### config.mk
export PLATFORM = sky130hd
export DESIGN_NAME = sad_decoder
export DESIGN_NICKNAME = d
export VERILOG_FILES = /design/src/rtl/sad_pkg.sv /design/src/rtl/sad_wait_timer.sv /design/src/rtl/sad_decoder.sv
export SDC_FILE = /design/constraint.sdc
export NUM_CORES = 1
export LEC_CHECK = 0
export BUFFER_PORTS_ARGS = -buffer_cell sky130_fd_sc_hd__buf_2
export CORE_AREA = 10 10 181 183
export CTS_CLUSTER_SIZE = 16
export DETAILED_ROUTE_END_ITERATION = 8
export DIE_AREA = 0 0 191 193
export PLACE_DENSITY = 0.67
export SKIP_CTS_REPAIR_TIMING = 1
export SLEW_MARGIN = 40
export SYNTH_ARGS = -nofsm -noshare
export SYNTH_HDL_FRONTEND = slang
export SYNTH_SLANG_ARGS = --single-unit
### constraint.sdc
create_clock -name clock -period 6.5 [get_ports clock]
set_clock_uncertainty 0.1 [all_clocks]
set_input_delay 1.3 -clock clock [delete_from_list [all_inputs] [get_ports clock]]
set_output_delay 1.3 -clock clock [all_outputs]
set_load 0.1 [all_outputs]
### src/rtl/sad_pkg.sv
package sad_pkg;

  // bus widths
  localparam int AW = 32;
  localparam int DW = 32;

  // top address byte boundaries of the system map
  localparam logic [7:0] TOP_DTCM = 8'h04;
  localparam logic [7:0] TOP_TCM_END = 8'h08;
  localparam logic [7:0] TOP_SDRAM_LO_END = 8'h10;
  localparam logic [7:0] TOP_CMREG = 8'h10;
  localparam logic [7:0] TOP_PERIPH_LO = 8'h11;
  localparam logic [7:0] TOP_PERIPH_HI = 8'h1f;
  localparam logic [7:0] TOP_BOOT_LO = 8'h20;
  localparam logic [7:0] TOP_FLASH = 8'h24;
  localparam logic [7:0] TOP_FLASH_32 = 8'h25;
  localparam logic [7:0] TOP_FLASH_64 = 8'h26;
  localparam logic [7:0] TOP_FLASH_END = 8'h28;
  localparam logic [3:0] NIB_SDRAM_HI = 4'h8;
  localparam logic [3:0] NIB_APB = 4'hc;
  localparam logic [7:0] TOP_LOGIC = 8'hd0;
  localparam int SSRAM_SEL_BIT = 23;

  // apb peripheral slots inside the 0xc0 region, by address bits 27:24
  localparam logic [3:0] APB_LCD = 4'h0;
  localparam logic [3:0] APB_ETH = 4'h8;
  localparam logic [3:0] APB_GPIO = 4'h9;
  localparam logic [3:0] APB_SIC = 4'ha;
  localparam logic [3:0] APB_CPREG = 4'hb;
  localparam int NUM_APB = 5;

  // physical sizes as address widths, and the boot block at top of flash
  localparam int ITCM_AW = 17;
  localparam int DTCM_AW = 17;
  localparam int SSRAM_AW = 20;
  localparam int SDRAM_AW = 28;
  localparam int BOOT_AW = 18;
  // boot block position as flash offset bits 25:18, per fitted size
  localparam logic [7:0] BOOT_TOP_16 = 8'h3f;
  localparam logic [7:0] BOOT_TOP_32 = 8'h7f;
  localparam logic [7:0] BOOT_TOP_64 = 8'hff;

  // flash capacity codes
  localparam logic [1:0] FSZ_16MB = 2'h0;
  localparam logic [1:0] FSZ_32MB = 2'h1;
  localparam logic [1:0] FSZ_64MB = 2'h2;

  // wait states
  localparam int WSW = 5;
  localparam logic [WSW-1:0] WS_SSRAM = 5'h00;
  localparam logic [WSW-1:0] WS_TCM = 5'h00;
  localparam logic [WSW-1:0] WS_FLASH = 5'h06;
  localparam logic [WSW-1:0] WS_SDRAM_MAX = 5'h1f;
  localparam logic [WSW-1:0] WS_LIMIT = 5'h1f;

  // reset values
  localparam logic [4:0] CFG_RST = 5'h00;

  // slave targets; the default slave never gets a select line
  typedef enum logic [3:0] {
    SAD_T_ITCM = 4'h0,
    SAD_T_DTCM = 4'h1,
    SAD_T_SDRAM = 4'h2,
    SAD_T_CMREG = 4'h3,
    SAD_T_SSRAM = 4'h4,
    SAD_T_PERIPH = 4'h5,
    SAD_T_FLASH = 4'h6,
    SAD_T_LOGIC = 4'h7,
    SAD_T_APB = 4'h8,
    SAD_T_DFLT = 4'h9
  } sad_tgt_t;
  localparam int NUM_SLV = 9;

  typedef struct packed {
    logic [AW-1:0] addr;
    logic write;
    logic [DW-1:0] wdata;
  } sad_req_t;

  typedef struct packed {
    logic err;
    logic [DW-1:0] rdata;
  } sad_rsp_t;

  typedef struct packed {
    logic tcm_en;
    logic [1:0] module_id;
    logic [1:0] flash_size;
  } sad_cfg_t;

endpackage

### src/rtl/sad_wait_timer.sv
// down counter that measures out the wait states of one access
module sad_wait_timer #(
  parameter int W = 5
) (
  // clock and reset
  input wire logic clock,
  input wire logic rst_n,
  // control
  input wire logic start,
  input wire logic stop,
  input wire logic [W-1:0] load,
  // status
  output logic expired
);

  logic [W-1:0] cnt_q;
  logic act_q;

  // load on start, count down to zero, hold there until stopped
  always_ff @(posedge clock or negedge rst_n) begin
    if (!rst_n) begin
      cnt_q <= '0;
      act_q <= 1'b0;
    end else if (start) begin
      cnt_q <= load;
      act_q <= 1'b1;
    end else if (stop) begin
      act_q <= 1'b0;
    end else if (act_q && cnt_q != '0) begin
      cnt_q <= cnt_q - W'(1);
    end
  end

  assign expired = act_q && (cnt_q == '0);

endmodule

### src/rtl/sad_decoder.sv
// Functional notes
// with tcm on, 0x00000000-0x03ffffff selects the itcm, 128KB aliased.
// with tcm on, 0x04000000-0x07ffffff selects the dtcm, aliased.
// 0x10800000-0x10ffffff selects the ssram, aliased to fill 8MB.
// 0x28000000-0x7fffffff and 0x90000000-0xbfffffff end in an abort.
// 0x24000000-0x24ffffff selects the baseboard flash.
// 0x25000000-0x27ffffff reaches flash only when larger flash is fitted.
// 0xd0000000-0xffffffff is forwarded to the logic modules.
// 0xc0000000-0xcfffffff selects control registers and apb peripherals.
// the top 256KB of flash holds boot code and is kept free of user code.
// ssram has 0 wait states, sdram 0 to 31, flash 6.
// high-speed selects come from the address and the stack module id.
// a default slave answers every address no other slave claims.
// a read mux returns the read data of the selected slave.
// each apb peripheral gets its own select line.
// every address selects exactly one slave, real or default.
module sad_decoder (
  // clock and reset
  input wire logic clock,
  input wire logic rst_n,
  // board straps, asynchronous to clock
  input wire logic tcm_en,
  input wire logic [1:0] module_id,
  input wire logic [1:0] flash_size,
  // master request
  input wire logic m_valid,
  input wire sad_pkg::sad_req_t m_req,
  output logic m_ready,
  // master response
  output logic m_rvalid,
  output sad_pkg::sad_rsp_t m_rsp,
  // high-speed slaves
  output logic [sad_pkg::NUM_SLV-1:0] s_sel,
  output sad_pkg::sad_req_t s_req,
  input wire logic [sad_pkg::NUM_SLV-1:0] s_done,
  input wire logic [sad_pkg::NUM_SLV-1:0][sad_pkg::DW-1:0] s_rdata,
  // apb peripheral selects
  output logic [sad_pkg::NUM_APB-1:0] psel,
  output logic penable
);

  typedef enum logic [0:0] {
    SAD_ST_IDLE = 1'b0,
    SAD_ST_BUSY = 1'b1
  } sad_st_t;

  // keep only the low address bits of an aliased memory
  function automatic logic [sad_pkg::AW-1:0] sad_alias(
    input logic [sad_pkg::AW-1:0] a,
    input int aw
  );
    sad_alias = a & ~(32'hffffffff << aw);
  endfunction

  // strap synchroniser and settled copy
  sad_pkg::sad_cfg_t cfg_s1_q, cfg_s2_q, cfg_s3_q, cfg_q;
  sad_pkg::sad_cfg_t cfg_raw;

  // sequencing state
  sad_st_t st_q, st_d;
  sad_pkg::sad_tgt_t tgt_q;
  logic hs_q;
  logic m_ready_q, m_rvalid_q, penable_q;
  sad_pkg::sad_rsp_t rsp_q;
  logic [sad_pkg::NUM_SLV-1:0] sel_q;
  sad_pkg::sad_req_t sreq_q;
  logic [sad_pkg::NUM_APB-1:0] psel_q;

  // decode wires
  logic [7:0] a_top;
  logic [3:0] a_nib;
  logic tcm_on;
  logic hit_itcm, hit_dtcm, hit_sdram_lo, hit_sdram_hi, hit_sdram;
  logic hit_cmreg, hit_ssram, hit_periph, hit_boot, hit_flash;
  logic hit_flash_ext, hit_logic, hit_apb_rgn, hit_apb;
  logic [sad_pkg::NUM_APB-1:0] psel_d;
  sad_pkg::sad_tgt_t tgt_d;
  logic [sad_pkg::AW-1:0] fwd_addr;
  logic [7:0] flash_top;
  logic [sad_pkg::WSW-1:0] ws_d;
  logic hs_d;

  // handshake wires
  logic take, tmr_exp, done_raw, finish, timeout;
  logic [sad_pkg::DW-1:0] rdata_mux;

  // bring the straps in with three flops, accept once two agree
  assign cfg_raw = '{tcm_en: tcm_en, module_id: module_id,
                     flash_size: flash_size};

  always_ff @(posedge clock or negedge rst_n) begin
    if (!rst_n) begin
      cfg_s1_q <= sad_pkg::CFG_RST;
      cfg_s2_q <= sad_pkg::CFG_RST;
      cfg_s3_q <= sad_pkg::CFG_RST;
      cfg_q <= sad_pkg::CFG_RST;
    end else begin
      cfg_s1_q <= cfg_raw;
      cfg_s2_q <= cfg_s1_q;
      cfg_s3_q <= cfg_s2_q;
      if (cfg_s2_q == cfg_s3_q) begin
        cfg_q <= cfg_s3_q;
      end
    end
  end

  // region hits from the top address byte
  assign a_top = m_req.addr[31:24];
  assign a_nib = m_req.addr[27:24];
  // straps read as zero until settled: tcm off, id 0, smallest flash
  assign tcm_on = cfg_q.tcm_en;
  assign hit_itcm = tcm_on && a_top < sad_pkg::TOP_DTCM;
  assign hit_dtcm = tcm_on && a_top >= sad_pkg::TOP_DTCM
                    && a_top < sad_pkg::TOP_TCM_END;
  assign hit_sdram_lo = a_top < sad_pkg::TOP_SDRAM_LO_END
                        && !hit_itcm && !hit_dtcm;
  // only this module's slice of the 0x8 region belongs to its sdram
  assign hit_sdram_hi = a_top[7:4] == sad_pkg::NIB_SDRAM_HI
                        && a_top[3:2] == cfg_q.module_id;
  assign hit_sdram = hit_sdram_lo || hit_sdram_hi;
  assign hit_cmreg = a_top == sad_pkg::TOP_CMREG
                     && !m_req.addr[sad_pkg::SSRAM_SEL_BIT];
  assign hit_ssram = a_top == sad_pkg::TOP_CMREG
                     && m_req.addr[sad_pkg::SSRAM_SEL_BIT];
  assign hit_periph = a_top >= sad_pkg::TOP_PERIPH_LO
                      && a_top <= sad_pkg::TOP_PERIPH_HI;
  assign hit_boot = a_top >= sad_pkg::TOP_BOOT_LO
                    && a_top < sad_pkg::TOP_FLASH;
  // upper flash span is claimed only by fitted capacity
  assign hit_flash_ext =
    (a_top == sad_pkg::TOP_FLASH_32
     && cfg_q.flash_size != sad_pkg::FSZ_16MB)
    || (a_top >= sad_pkg::TOP_FLASH_64 && a_top < sad_pkg::TOP_FLASH_END
        && cfg_q.flash_size == sad_pkg::FSZ_64MB);
  assign hit_flash = a_top == sad_pkg::TOP_FLASH
                     || hit_flash_ext || hit_boot;
  assign hit_logic = a_top >= sad_pkg::TOP_LOGIC;
  assign hit_apb_rgn = a_top[7:4] == sad_pkg::NIB_APB;

  // one select per apb peripheral, gaps in the region stay unclaimed
  assign psel_d = hit_apb_rgn ? {a_nib == sad_pkg::APB_CPREG,
                                 a_nib == sad_pkg::APB_SIC,
                                 a_nib == sad_pkg::APB_GPIO,
                                 a_nib == sad_pkg::APB_ETH,
                                 a_nib == sad_pkg::APB_LCD}
                              : '0;
  assign hit_apb = |psel_d;

  // one target per address; anything unclaimed is the default slave
  assign tgt_d = hit_itcm ? sad_pkg::SAD_T_ITCM :
                 hit_dtcm ? sad_pkg::SAD_T_DTCM :
                 hit_sdram ? sad_pkg::SAD_T_SDRAM :
                 hit_cmreg ? sad_pkg::SAD_T_CMREG :
                 hit_ssram ? sad_pkg::SAD_T_SSRAM :
                 hit_periph ? sad_pkg::SAD_T_PERIPH :
                 hit_flash ? sad_pkg::SAD_T_FLASH :
                 hit_logic ? sad_pkg::SAD_T_LOGIC :
                 hit_apb ? sad_pkg::SAD_T_APB :
                 sad_pkg::SAD_T_DFLT;

  // boot alias points at the boot block on top of the fitted flash
  assign flash_top =
    cfg_q.flash_size == sad_pkg::FSZ_64MB ? sad_pkg::BOOT_TOP_64 :
    cfg_q.flash_size == sad_pkg::FSZ_32MB ? sad_pkg::BOOT_TOP_32 :
    sad_pkg::BOOT_TOP_16;

  // slave-side address, folded for every aliased memory
  always_comb begin
    fwd_addr = m_req.addr;
    unique case (tgt_d)
      sad_pkg::SAD_T_ITCM:
        fwd_addr = sad_alias(m_req.addr, sad_pkg::ITCM_AW);
      sad_pkg::SAD_T_DTCM:
        fwd_addr = sad_alias(m_req.addr, sad_pkg::DTCM_AW);
      sad_pkg::SAD_T_SSRAM:
        fwd_addr = sad_alias(m_req.addr, sad_pkg::SSRAM_AW);
      sad_pkg::SAD_T_SDRAM:
        fwd_addr = sad_alias(m_req.addr, sad_pkg::SDRAM_AW);
      sad_pkg::SAD_T_FLASH:
        fwd_addr = hit_boot
          ? {6'h00, flash_top, m_req.addr[sad_pkg::BOOT_AW-1:0]}
          : {6'h00, m_req.addr[25:0]};
      default:
        fwd_addr = m_req.addr;
    endcase
  end

  // wait states: fixed counts, or a bounded wait for the slave's done
  assign ws_d = tgt_d == sad_pkg::SAD_T_FLASH ? sad_pkg::WS_FLASH :
                tgt_d == sad_pkg::SAD_T_SSRAM ? sad_pkg::WS_SSRAM :
                (tgt_d == sad_pkg::SAD_T_ITCM
                 || tgt_d == sad_pkg::SAD_T_DTCM) ? sad_pkg::WS_TCM :
                tgt_d == sad_pkg::SAD_T_SDRAM ? sad_pkg::WS_SDRAM_MAX :
                sad_pkg::WS_LIMIT;
  // handshake targets wait for done, fixed ones only for the count
  assign hs_d = !(tgt_d == sad_pkg::SAD_T_FLASH
                  || tgt_d == sad_pkg::SAD_T_SSRAM
                  || tgt_d == sad_pkg::SAD_T_ITCM
                  || tgt_d == sad_pkg::SAD_T_DTCM);

  // request accepted; the default slave answers at once
  assign take = m_valid && m_ready_q && st_q == SAD_ST_IDLE;

  sad_wait_timer #(
    .W(sad_pkg::WSW)
  ) u_wait (
    .clock(clock),
    .rst_n(rst_n),
    .start(take && tgt_d != sad_pkg::SAD_T_DFLT),
    .stop(finish || timeout),
    .load(ws_d),
    .expired(tmr_exp)
  );

  // completion: apb done counts only in its enable phase
  assign done_raw = s_done[tgt_q] && (tgt_q != sad_pkg::SAD_T_APB
                                      || penable_q);
  assign finish = st_q == SAD_ST_BUSY && (hs_q ? done_raw : tmr_exp);
  // a done that arrives with the last count still wins over the abort
  assign timeout = st_q == SAD_ST_BUSY && hs_q && tmr_exp && !done_raw;
  assign rdata_mux = s_rdata[tgt_q];

  // next state
  always_comb begin
    st_d = st_q;
    unique case (st_q)
      SAD_ST_IDLE: begin
        if (take && tgt_d != sad_pkg::SAD_T_DFLT) begin
          st_d = SAD_ST_BUSY;
        end
      end
      SAD_ST_BUSY: begin
        if (finish || timeout) begin
          st_d = SAD_ST_IDLE;
        end
      end
    endcase
  end

  // state, target and master handshake
  always_ff @(posedge clock or negedge rst_n) begin
    if (!rst_n) begin
      st_q <= SAD_ST_IDLE;
      tgt_q <= sad_pkg::SAD_T_DFLT;
      hs_q <= 1'b0;
      m_ready_q <= 1'b0;
    end else begin
      st_q <= st_d;
      if (take) begin
        tgt_q <= tgt_d;
        hs_q <= hs_d;
      end
      m_ready_q <= st_d == SAD_ST_IDLE;
    end
  end

  // response: abort from the default slave or timeout, else mux data
  always_ff @(posedge clock or negedge rst_n) begin
    if (!rst_n) begin
      m_rvalid_q <= 1'b0;
      rsp_q <= '0;
    end else begin
      m_rvalid_q <= (take && tgt_d == sad_pkg::SAD_T_DFLT)
                    || finish || timeout;
      if (take && tgt_d == sad_pkg::SAD_T_DFLT) begin
        rsp_q <= '{err: 1'b1, rdata: '0};
      end else if (finish || timeout) begin
        rsp_q <= '{err: timeout, rdata: timeout ? '0 : rdata_mux};
      end
    end
  end

  // selects stay up from acceptance to completion, one hot at most
  always_ff @(posedge clock or negedge rst_n) begin
    if (!rst_n) begin
      sel_q <= '0;
      psel_q <= '0;
      penable_q <= 1'b0;
      sreq_q <= '0;
    end else if (take && tgt_d != sad_pkg::SAD_T_DFLT) begin
      sel_q <= sad_pkg::NUM_SLV'(1) << tgt_d;
      psel_q <= psel_d;
      // slave sees the folded address, held until completion
      sreq_q <= '{addr: fwd_addr, write: m_req.write,
                  wdata: m_req.wdata};
    end else if (finish || timeout) begin
      sel_q <= '0;
      psel_q <= '0;
      penable_q <= 1'b0;
    end else if (|psel_q) begin
      penable_q <= 1'b1;
    end
  end

  // outputs from flops
  assign m_ready = m_ready_q;
  assign m_rvalid = m_rvalid_q;
  assign m_rsp = rsp_q;
  assign s_sel = sel_q;
  assign s_req = sreq_q;
  assign psel = psel_q;
  assign penable = penable_q;

endmodule

; ---- After elaboration in Yosys (flattened, before gate mapping)
; Cells that the tools add are included.
[word_totals]
register_bits = 147
in_bits = 370
output_inout_bits = 115
word_cells = 159
[op_classes]
add_sub_neg = 1
magnitude_cmp = 12
n_eq_ne = 21
n_shift = 1
muxes = 39
bitwise = 3
reduce_logical = 55
[ops]
columns = op, n
row1 = $bmux W32 S4, 1
row2 = $pmux W32 S4, 1
row3 = $mux W33, 2
row4 = $mux W32, 2
row5 = $mux W5, 9
row6 = $mux W4, 8
row7 = $eq A4 B4 Y1 const B, 7
row8 = $mux W26, 1
row9 = $logic_and A1 B1 Y1, 24
row10 = $mux W9, 2
row11 = $eq A8 B6 Y1 const B, 2
row12 = $ge A8 B6 Y1 const B, 2
row13 = $lt A8 B6 Y1 const B, 2
row14 = $logic_or A1 B1 Y1, 12
row15 = $reduce_bool A2 Y1, 5
row16 = $reduce_or A5 Y1, 2
row17 = $mux W1, 9
row18 = $shl A1 B4 Y9 const A, 1
row19 = $eq A4 B3 Y1 const B, 2
row20 = $eq A8 B5 Y1 const B, 1
row21 = $ge A8 B3 Y1 const B, 1
row22 = $ge A8 B5 Y1 const B, 1
row23 = $ge A8 B8 Y1 const B, 1
row24 = $le A8 B5 Y1 const B, 1
row25 = 24 further kinds, 33

; ---- Logic depth before layout (Yosys ltp)
; Gate-level depths: netlist of the first run.
[logic_depth]
ltp_word = 19
depth_mapped = 10

; ---- By module
; From an unflattened synthesis of the first run, not the netlist that was laid out.
[unflattened]
cells_unflattened = 653
area_unflattened_um2 = 8190.4
[modules_own_cells]
columns = mod, instances, cells_each, area_each_um2, seq_area_each_um2
row1 = sad_decoder, 1, 617, 7848.8, 3530.9
row2 = sad_wait_timer, 1, 36, 341.6, 150.1

; ---- Worst setup path before layout of the first run
; OpenSTA, ideal clock, no wires.
[synth_timing]
path_kind = input port to flip-flop
start = input port m_req[60] (netlist bit)
end = register psel_q, in the netlist psel[1]
setup_time_ns = 0.122
arrival_ns = 2.961
path_slack_ns = 3.317
cell_stages = 8
path_buffers = 2
path_cell_list = buf_2 or3_1 nor3_2 a21oi_1 a31o_2 and2_4 buf_4 a22o_1
[synth_via]
elab_chain_cells = 16
[synth_rtl]
columns = item, line_no
row1 = start: declaration, sad_decoder.sv:27  ; input wire sad_pkg::sad_req_t m_req,
row2 = $ge A8 B6 Y1 / $lt A8 B6 Y1 (equally long branches), sad_decoder.sv:133  ; || (a_top >= sad_pkg::TOP_FLASH_64 && a_top < sad_pkg::TOP_FLASH_END
row3 = $logic_and A1 B1 Y1, sad_decoder.sv:133
row4 = $logic_and A1 B1 Y1, sad_decoder.sv:134  ; && cfg_q.flash_size == sad_pkg::FSZ_64MB);
row5 = $logic_or A1 B1 Y1, sad_decoder.sv:133
row6 = $logic_or A1 B1 Y1 (2 in series), sad_decoder.sv:136  ; || hit_flash_ext || hit_boot;
row7 = $mux W4, sad_decoder.sv:156  ; hit_flash ? sad_pkg::SAD_T_FLASH :
row8 = $mux W4, sad_decoder.sv:155  ; hit_periph ? sad_pkg::SAD_T_PERIPH :
row9 = $mux W4, sad_decoder.sv:154  ; hit_ssram ? sad_pkg::SAD_T_SSRAM :
row10 = $mux W4, sad_decoder.sv:153  ; hit_cmreg ? sad_pkg::SAD_T_CMREG :
row11 = $mux W4, sad_decoder.sv:152  ; hit_sdram ? sad_pkg::SAD_T_SDRAM :
row12 = $mux W4, sad_decoder.sv:151  ; hit_dtcm ? sad_pkg::SAD_T_DTCM :
row13 = $mux W4, sad_decoder.sv:150  ; assign tgt_d = hit_itcm ? sad_pkg::SAD_T_ITCM :
row14 = $ne A4 B4 Y1, sad_decoder.sv:280  ; end else if (take && tgt_d != sad_pkg::SAD_T_DFLT) begin
row15 = $logic_and A1 B1 Y1, sad_decoder.sv:280
row16 = $mux W5 / $reduce_bool A2 Y1 (equally long branches), --
row17 = end signal: assignment, sad_decoder.sv:282  ; psel_q <= psel_d;
row18 = end: declaration, sad_decoder.sv:67  ; logic [sad_pkg::NUM_APB-1:0] psel_q;
; Parallel ways exist; a longest one is shown, timed or not.
; A chain may end at the register's enable or synchronous reset.

; ---- Worst setup path in the final report of the first run
[layout_timing]
start = input port m_req[59] (netlist bit)
end = register sel_q, in the netlist s_sel[3]
[layout_via]
elab_chain_cells = 16
[layout_rtl]
columns = item, line_no
row1 = $ge A8 B6 Y1 / $lt A8 B6 Y1 (equally long branches), sad_decoder.sv:133
row2 = $logic_and A1 B1 Y1, sad_decoder.sv:133
row3 = $logic_and A1 B1 Y1, sad_decoder.sv:134
row4 = $logic_or A1 B1 Y1, sad_decoder.sv:133
row5 = $logic_or A1 B1 Y1 (2 in series), sad_decoder.sv:136
row6 = $mux W4, sad_decoder.sv:156
row7 = $mux W4, sad_decoder.sv:155
row8 = $mux W4, sad_decoder.sv:154
row9 = $mux W4, sad_decoder.sv:153
row10 = $mux W4, sad_decoder.sv:152
row11 = $mux W4, sad_decoder.sv:151
row12 = $mux W4 *, sad_decoder.sv:150
row13 = $ne A4 B4 Y1, sad_decoder.sv:280
row14 = $logic_and A1 B1 Y1, sad_decoder.sv:280
row15 = $mux W9 / $reduce_bool A2 Y1 (equally long branches), --
row16 = end signal: assignment, sad_decoder.sv:281  ; sel_q <= sad_pkg::NUM_SLV'(1) << tgt_d;
row17 = end: declaration, sad_decoder.sv:65  ; logic [sad_pkg::NUM_SLV-1:0] sel_q;
; Mark *: on every way between the ends. The rest lies on a longest branch, timed or not.

==> results.yml, run 1 <==
clock_tree:
  cts_max_level: 4
  clk_pin_slew_ps: 80
  clk_latency_ps: 420
  cts_tree: "built"
  numCtsBuffers: 17
  root_buffer: "clkbuf_16"
  cts.sinks: 147
  clock_path_buffers: 2
routing:
  vias_per_cell: 4.90
  drc: 0
  wl_per_cell_um: 22.1
  final_antenna_net_count: 0
  drt_iter0_markers: 438
  num_vias: 7915
  drt-pass1-iter-count: 5
  wl_mm: 35.7
timing:
  post-route-min-period_ps: 3380
  hold_viol_final: 0
  setup_tns_ps: 0
  grt_setup_unrepaired: "no"
  min_period_over_period_pct: 52.0
  max_freq_ghz: 0.296
  tightest_slew_ps: 715
  relSlewSlack_pct: 52.4
  setup_viol: 0
  drv_slew: 0
placed_design:
  io_buffers: 484
  gp_congestion: 0.974
  dpl.cell_count: 1574
  place_hpwl_mm: 28.8
logic_synthesis:
  syn-num-nets: 1117
  yosys_warnings: 0
  netlist_instances: 744
  synth_top_cell_area_share_pct: 44.6
  yosysUniqueCellTypes: 64
  synth_area_leader_cell: "dfrtp_1"
  synthArstFlopShare_pct: 100
  synth-main-ff-cell: "dfrtp_1"
  yosysSeqAreaShare_pct: 45.3
  yosys-top-cells-area: "dfrtp_1, mux4_2, nand2_1, mux2i_1, a22o_1"
  ys_ff_latch: 147
  avgSynthCellArea_um2: 10.9
  synth_edf_count: 0
  syn_area_um2: 8130
grt:
  grt_pass1_wl_mm: 51.1
  grt_pass1_vias: 8371
  antenna_found_initial: 10
  grt_max_degree: 98
  grt-ovfl-total: 0
  grt_use_total_pct: 18.3
die:
  dieArea_um2: 36900
  rows: 63
  dieWidth_um: 191
  initial_core_util_pct: 27.8
  coreArea_um2: 29200
  ios: 485
  die_h_um: 193
outcome:
  status: "finished clean"
worst_setup_path:
  path_class: "input port to flip-flop"
  reg2reg_slack_ps: 3120
  crit_fanout: 86
  crit_path_end_kind: "flip-flop"
  cp.arrival_ps: 3640
  crit_required_ps: 6750
  cp-start-kind: "input port"
finish:
  final_cells: 1614
  n_fill_cell: 2938
  layout.nets: 1577
  drive_above_1_share_pct: 50.3
  syn2layout_area_growth_pct: 42.5
power:
  p_leak_uw: 0.00604
  ir_drop_v: 0.000343
  power_density_nw_per_um2: 543
min_path:
  hp-class: "flip-flop to flip-flop"
job:
  cap_viol_max_count: 0
[final timing paths]
check / start / end / cells past startpoint
setup / recovery: m_req[59] / s_sel[3] / 8
hold / removal: cfg_s1_q[0] / cfg_s2_q[0] / 0
setup reg to reg: tgt_q[1] / m_rsp[7] / 7
hold reg to reg: cfg_s1_q[0] / cfg_s2_q[0] / 0
max in group asynchronous: rst_n / s_req[29] / 3
min in group asynchronous: rst_n / s_req[28] / 1
[where the power goes]
group,switching (uW),total (uW),internal [uW]
registers,308,1530,1230
logic,2720,3680,961
clock network,450,1070,625
total,3480,6290,2810
[final cells by class]
type / count / area (um^2) / share of cell area [%]
Clock buffer: 17 / 425 / 3.67
Inverter: 14 / 52.6 / 0.454
Clock inverter: 15 / 215 / 1.86
Multi-Input combinational cell: 531 / 4170 / 36.0
Tap cell: 390 / 488 / 4.21
Antenna cell: 7 / 17.5 / 0.151
Timing Repair Buffer: 493 / 2520 / 21.8
Sequential cell: 147 / 3690 / 31.8
[logic make-up (layout without fill, tap and decap cells)]
| kind of cell | count (synthesis) | in the layout | share of synthesized area (%) |
|---|---|---|---|
| multiplexers | 105 | 105 | 23.0 |
| buffers and inverters | 66 | 539 | 3.83 |
| AO/OA/AOI/OAI | 137 | 137 | 11.7 |
| flip-flops | 147 | 147 | 45.3 |
| adder cells (fa/ha/maj) | 3 | 3 | 0.462 |
| other | 0 | 7 | 0 |
| XOR/XNOR | 8 | 8 | 0.862 |
| AND/OR/NAND/NOR | 278 | 278 | 14.8 |
[flip-flops by register name (all words and copies together) (netlist names)]
name / flops
s_req: 65
tcm_on: 1
m_rsp: 33
cfg_s1_q: 5
cfg_s3_q: 5
s_sel: 9
cfg_s2_q: 5
m_ready: 1
u_wait.act_q: 1
tgt_q: 4
m_rvalid: 1
u_wait.cnt_q: 5
cfg_q: 4
hs_q: 1
psel: 5
st_q: 1
penable: 1
[layer usage]
layer	global-route usage, %	wire [um]	vias to the layer above
met3	5.61	3090	45
met5	0	27	-
met2	29.4	17800	398
met1	21.9	13700	3837
li1	-	-	3631
met4	8.96	1060	4
[critical path, cell delays in order]
cell     delay (ps)
buf_2           190
inv_1           110
o31a_1          340
a21oi_1         430
a31o_2          250
buf_6           480
and2_4          380
a22o_1          170
[synth_stat cells, drive strengths merged, types with 5 or more instances]
cell / instances
a21oi: 14
a22o: 37
a31oi: 6
a32o: 7
buf: 26
clkbuf: 26
dfrtp: 145
inv: 14
mux2i: 36
mux4: 65
nand2: 226
nor2: 13
nor3: 5
o21ai: 52
xnor2: 6
[placed cells by master, fill, tap and decap left out, types with 6 or more instances in the layout]
master	synthesis	final
inv_1	13	13
clkbuf_16	0	17
a22o_1	37	37
nand2_1	226	226
xnor2_1	6	6
dfrtp_1	145	144
diode_2	0	7
buf_2	18	483
a32o_1	7	7
nor2_1	13	13
mux4_2	65	65
buf_4	3	7
mux2i_1	36	36
a21oi_1	14	13
o21ai_0	51	51
[metrics by stage]
step	area [um^2]	util, %	total power [uW]	worst slack, ps	hold slack [ps]
after global routing	11600	39.6	6630	2920	260
after detailed placement	10900	37.2	5260	2510	238
after floorplan	8130	-	5090	3320	231
final	11600	39.6	6290	3120	247
after CTS	11500	39.4	6370	2950	251
after global placement	10900	37.2	5210	2560	234
Power figures use the tool's default switching activity.
==> run 2, diff against run 1 <==
CORE_AREA = 10 10 179 181   (was 10 10 181 183)
DIE_AREA = 0 0 189 191   (was 0 0 191 193)
PLACE_DENSITY = 0.68   (was 0.67)
clock period = 3.27 ns   (was 6.5 ns; I/O delays follow)
==> results.yml, run 2 (same netlist as run 1, synthesis figures left out) <==
outcome:
  status: "finished clean"
timing:
  setup_viol: 0
  min_period_over_period_pct: 84.9
  post-route-min-period_ps: 2780
  max_freq_ghz: 0.360
  relSlewSlack_pct: 55.1
  drv_slew: 0
  tightest_slew_ps: 673
  grt_setup_unrepaired: "no"
  setup_tns_ps: 0
  hold_viol_final: 0
  setup_slack_ps: 494
finish:
  mostFrequentLayoutCell: "buf_2"
  layout.nets: 1584
  n_fill_cell: 2833
  syn2layout_area_growth_pct: 43.3
  largest_reg_flops: 65
  drive_above_1_share_pct: 50.7
  final_area_um2: 11600
  most-common-layout-cells: "buf_2, nand2_1, dfrtp_1"
worst_setup_path:
  path_class: "flip-flop to flip-flop"
  path_buf_inv: 1
  critical-path-top-delay-family: "compound AO/OA/AOI/OAI gates"
  cp-start-kind: "flip-flop"
  r2r_cells: 6
  critPathMaxStageDelay_ps: 690
  cp_slowest_cell: "dfstp_2"
  crit_required_ps: 3470
  crit_fanout: 22
  crit_chain: "or4b_1, o21ai_0, and4b_1, o21a_1, buf_12, a22o_1"
  crit_cells: 6
  cp.arrival_ps: 2980
  crit_path_end_kind: "flip-flop"
die:
  dieWidth_um: 189
  coreArea_um2: 28500
  die_h_um: 191
  ios: 485
  rows: 62
  dieArea_um2: 36100
  initial_core_util_pct: 28.5
clock_tree:
  cts.sinks: 147
  clk_latency_ps: 420
  root_buffer: "clkbuf_16"
  clock_path_buffers: 2
  cts_max_level: 4
  clk_pin_slew_ps: 60
  cts_tree: "built"
  numCtsBuffers: 17
power:
  sw_frac_of_total_pct: 54.8
  p_switching_uw: 6870
  p_int_uw: 5660
  sequentialPowerShare_pct: 22.8
  p_leak_uw: 0.00609
  power_density_nw_per_um2: 1080
  p_clk_share_pct: 16.8
  pwr-share-comb_pct: 60.4
  ir_drop_v: 0.000430
placed_design:
  dpl_cell_area_um2: 11000
  post-place-ws_ps: 374
  place_hpwl_mm: 29.8
  io_buffers: 484
  gp_congestion: 1.01
routing:
  drt-pass1-iter-count: 5
  vias_per_cell: 4.84
  num_vias: 7786
  wl_mm: 35.8
  drt_iter0_markers: 446
  wl_per_cell_um: 22.3
  drc: 0
  final_antenna_net_count: 0
grt:
  grt_pass1_wl_mm: 51.8
  grt_pass1_vias: 8399
  grt_max_degree: 75
  grt-ovfl-total: 0
  grt_use_total_pct: 18.9
  antenna_found_initial: 6
job:
  cap_viol_max_count: 0
min_path:
  hp-class: "input port to asynchronous set/reset pin"
==> run 2: cell types whose count changed in the layout (fill, tap and decap cells not counted), sizes merged <==
cell    before  now
clkbuf      17   18
buf        493  500
diode        7    2
clkinv       3    2
==> run 2: path summary, 6_finish.rpt <==
path                                from           to  slack [ps]
max                             tgt_q[3]    m_rsp[11]         490
min                                rst_n    s_req[24]         160
max reg2reg                     tgt_q[3]    m_rsp[11]         490
min reg2reg                  cfg_s1_q[3]  cfg_s2_q[3]         250
max in group asynchronous          rst_n     m_rsp[1]        2080
min in group clock         flash_size[0]  cfg_s1_q[0]         240
==> run 2: routing by layer <==
layer / track usage [%] / share of wire [%]
met5: 0 / 0
met3: 7.05 / 9.5
met2: 32.7 / 51
met4: 5.77 / 2.1
met1: 21.3 / 37
==> run 2: final cells by class <==
type,count,area (um^2),area share (%)
Antenna cell,2,5.00,0.0430
Clock buffer,18,439,3.77
Clock inverter,14,191,1.64
Inverter,14,52.6,0.451
Multi-Input combinational cell,531,4180,35.9
Sequential cell,147,3690,31.7
Tap cell,384,480,4.13
Timing Repair Buffer,500,2610,22.4
==> run 2: power by group through the flow <==
stage	Clock (uW)	Sequential, uW	Combinational (uW)
2_1_floorplan	0	7450	2680
3_3_place_gp	0	2870	7590
3_5_place_dp	0	2890	7640
4_1_cts	2160	2870	7640
5_1_grt	2250	2950	8000
6_report	2100	2860	7570
==> run 2: per-stage QoR <==
step / utilization (%) / power (uW) / cells / hold WS, ps
6_report: 40.9 / 12500 / 1610 / 160
2_1_floorplan: - / 10100 / 744 / 231
3_3_place_gp: 38.6 / 10500 / 1576 / 234
4_1_cts: 40.9 / 12700 / 1608 / 169
3_5_place_dp: 38.6 / 10500 / 1576 / 236
5_1_grt: 40.9 / 13200 / 1609 / 196
==> run 2: worst reg2reg max path, cell delays in order (launching register included) <==
cell	delay [ps]
dfstp_2	690
or4b_1	510
o21ai_0	230
and4b_1	260
o21a_1	410
buf_12	280
a22o_1	190
==> run 3, diff against run 2 <==
clock period = 2.7 ns   (was 3.27 ns; I/O delays follow)
==> results.yml, run 3 (same netlist as run 1, synthesis figures left out) <==
outcome:
  status: "finished clean"
finish:
  layout.nets: 1600
  syn2layout_area_growth_pct: 44.1
  most-common-layout-cells: "buf_2, nand2_1, dfrtp_1"
  final_util_pct: 41.1
  n_fill_cell: 2859
  drive_above_1_share_pct: 51.0
  mostFrequentLayoutCell: "buf_2"
  largest_reg_flops: 65
  final_cells: 1628
clock_tree:
  cts_max_level: 4
  cts_tree: "built"
  clk_pin_slew_ps: 60
  root_buffer: "clkbuf_16"
  numCtsBuffers: 17
  cts.sinks: 147
  clk_latency_ps: 420
  clock_path_buffers: 2
worst_setup_path:
  critPathMaxStageDelay_ps: 530
  cp_slowest_cell: "or4b_1"
  cp.arrival_ps: 2780
  cp-start-kind: "flip-flop"
  crit_fanout: 10
  path_class: "flip-flop to flip-flop"
  crit_top_cell: "buf_4"
  crit_required_ps: 2950
  crit_path_end_kind: "flip-flop"
  crit_chain: "buf_4, or4b_1, o21ai_1, and4b_1, o21ai_2, o21a_4, buf_4, a22o_1"
die:
  coreArea_um2: 28500
  ios: 485
  initial_core_util_pct: 28.5
  rows: 62
  dieWidth_um: 189
  dieArea_um2: 36100
  die_h_um: 191
job:
  cap_viol_max_count: 0
placed_design:
  place_hpwl_mm: 30.1
  gp_congestion: 1.03
  dpl.cell_count: 1592
  post-place-ws_ps: -39.7
  io_buffers: 484
power:
  ir_drop_v: 0.000594
  pwr-share-comb_pct: 64.8
  sequentialPowerShare_pct: 21.7
  p_switching_uw: 9820
  sw_frac_of_total_pct: 58.0
  power_density_nw_per_um2: 1440
  p_leak_uw: 0.00613
  p_int_uw: 7100
  p_clk_share_pct: 13.5
grt:
  antenna_found_initial: 7
  grt.met2_usage_pct: 32.9
  grt_pass1_wl_mm: 52.2
  grt_pass1_vias: 8464
  use_met1_pct: 21.5
  use_met3_pct: 5.69
  busiest_layer: "met2"
  grt_max_degree: 89
  grt_use_total_pct: 19.0
  grt-ovfl-total: 0
routing:
  vias_per_cell: 4.94
  drt_iter0_markers: 360
  drc: 0
  drt-pass1-iter-count: 4
  wl_mm: 36.0
  final_antenna_net_count: 0
  num_vias: 8043
  wl_per_cell_um: 22.1
timing:
  drv_slew: 0
  post-route-min-period_ps: 2520
  max_freq_ghz: 0.396
  tightest_slew_ps: 714
  hold_viol_final: 0
  setup_viol: 0
  setup_tns_ps: 0
  setup_slack_ps: 176
  grt_setup_unrepaired: "no"
  min_period_over_period_pct: 93.5
  relSlewSlack_pct: 52.0
min_path:
  hp-class: "input port to asynchronous set/reset pin"
## run 3: power groups by stage
stage	sequential (uW)	combinational [uW]	clock [uW]
floorplan	9020	3240	0
global placement	3670	10900	0
detailed placement	3700	11100	0
CTS	3680	11100	2360
global route	3790	11500	2450
finish	3670	11000	2290
## run 3: metal layers
metal	wire length [um]	vias up
met4	1050	0
met2	18600	382
met3	2970	48
met5	0	-
li1	-	3676
met1	13400	3937
## run 3: final cells by class
cell class	count	area, um^2	area share (%)
Inverter	14	52.6	0.449
Timing Repair Buffer	516	2750	23.5
Sequential cell	147	3690	31.5
Clock inverter	13	124	1.06
Multi-Input combinational cell	531	4170	35.6
Antenna cell	4	10.0	0.0855
Tap cell	384	480	4.10
Clock buffer	19	443	3.78
## run 3: worst max-delay path, delay by kind of cell, from the launching register on
kind                   cells  cell delay (ps)
and+or+nand+nor            2              770
buffers and inverters      2              340
AOI/OAI and AO/OA          4              770
DFF                        1              490
## run 3: final timing paths
kind | from | slack, ps | cells after the start | endpoint
min in group clock | flash_size[0] | 120 | 1 | cfg_s1_q[0]
max reg2reg | tgt_q[0] | 180 | 8 | m_rsp[9]
min | rst_n | 60 | 2 | m_rsp[6]
max | tgt_q[0] | 180 | 8 | m_rsp[9]
min reg2reg | cfg_s1_q[0] | 250 | 0 | cfg_s2_q[0]
max in group asynchronous | rst_n | 2010 | 2 | s_req[64]
## run 3: stage by stage
step | power (uW) | cell area, um^2 | hold slack (ps)
floorplan | 12300 | 8130 | 144
global placement | 14600 | 11100 | 232
detailed placement | 14800 | 11100 | 236
CTS | 17100 | 11700 | 64.2
global route | 17800 | 11700 | 97.6
finish | 16900 | 11700 | 59.9
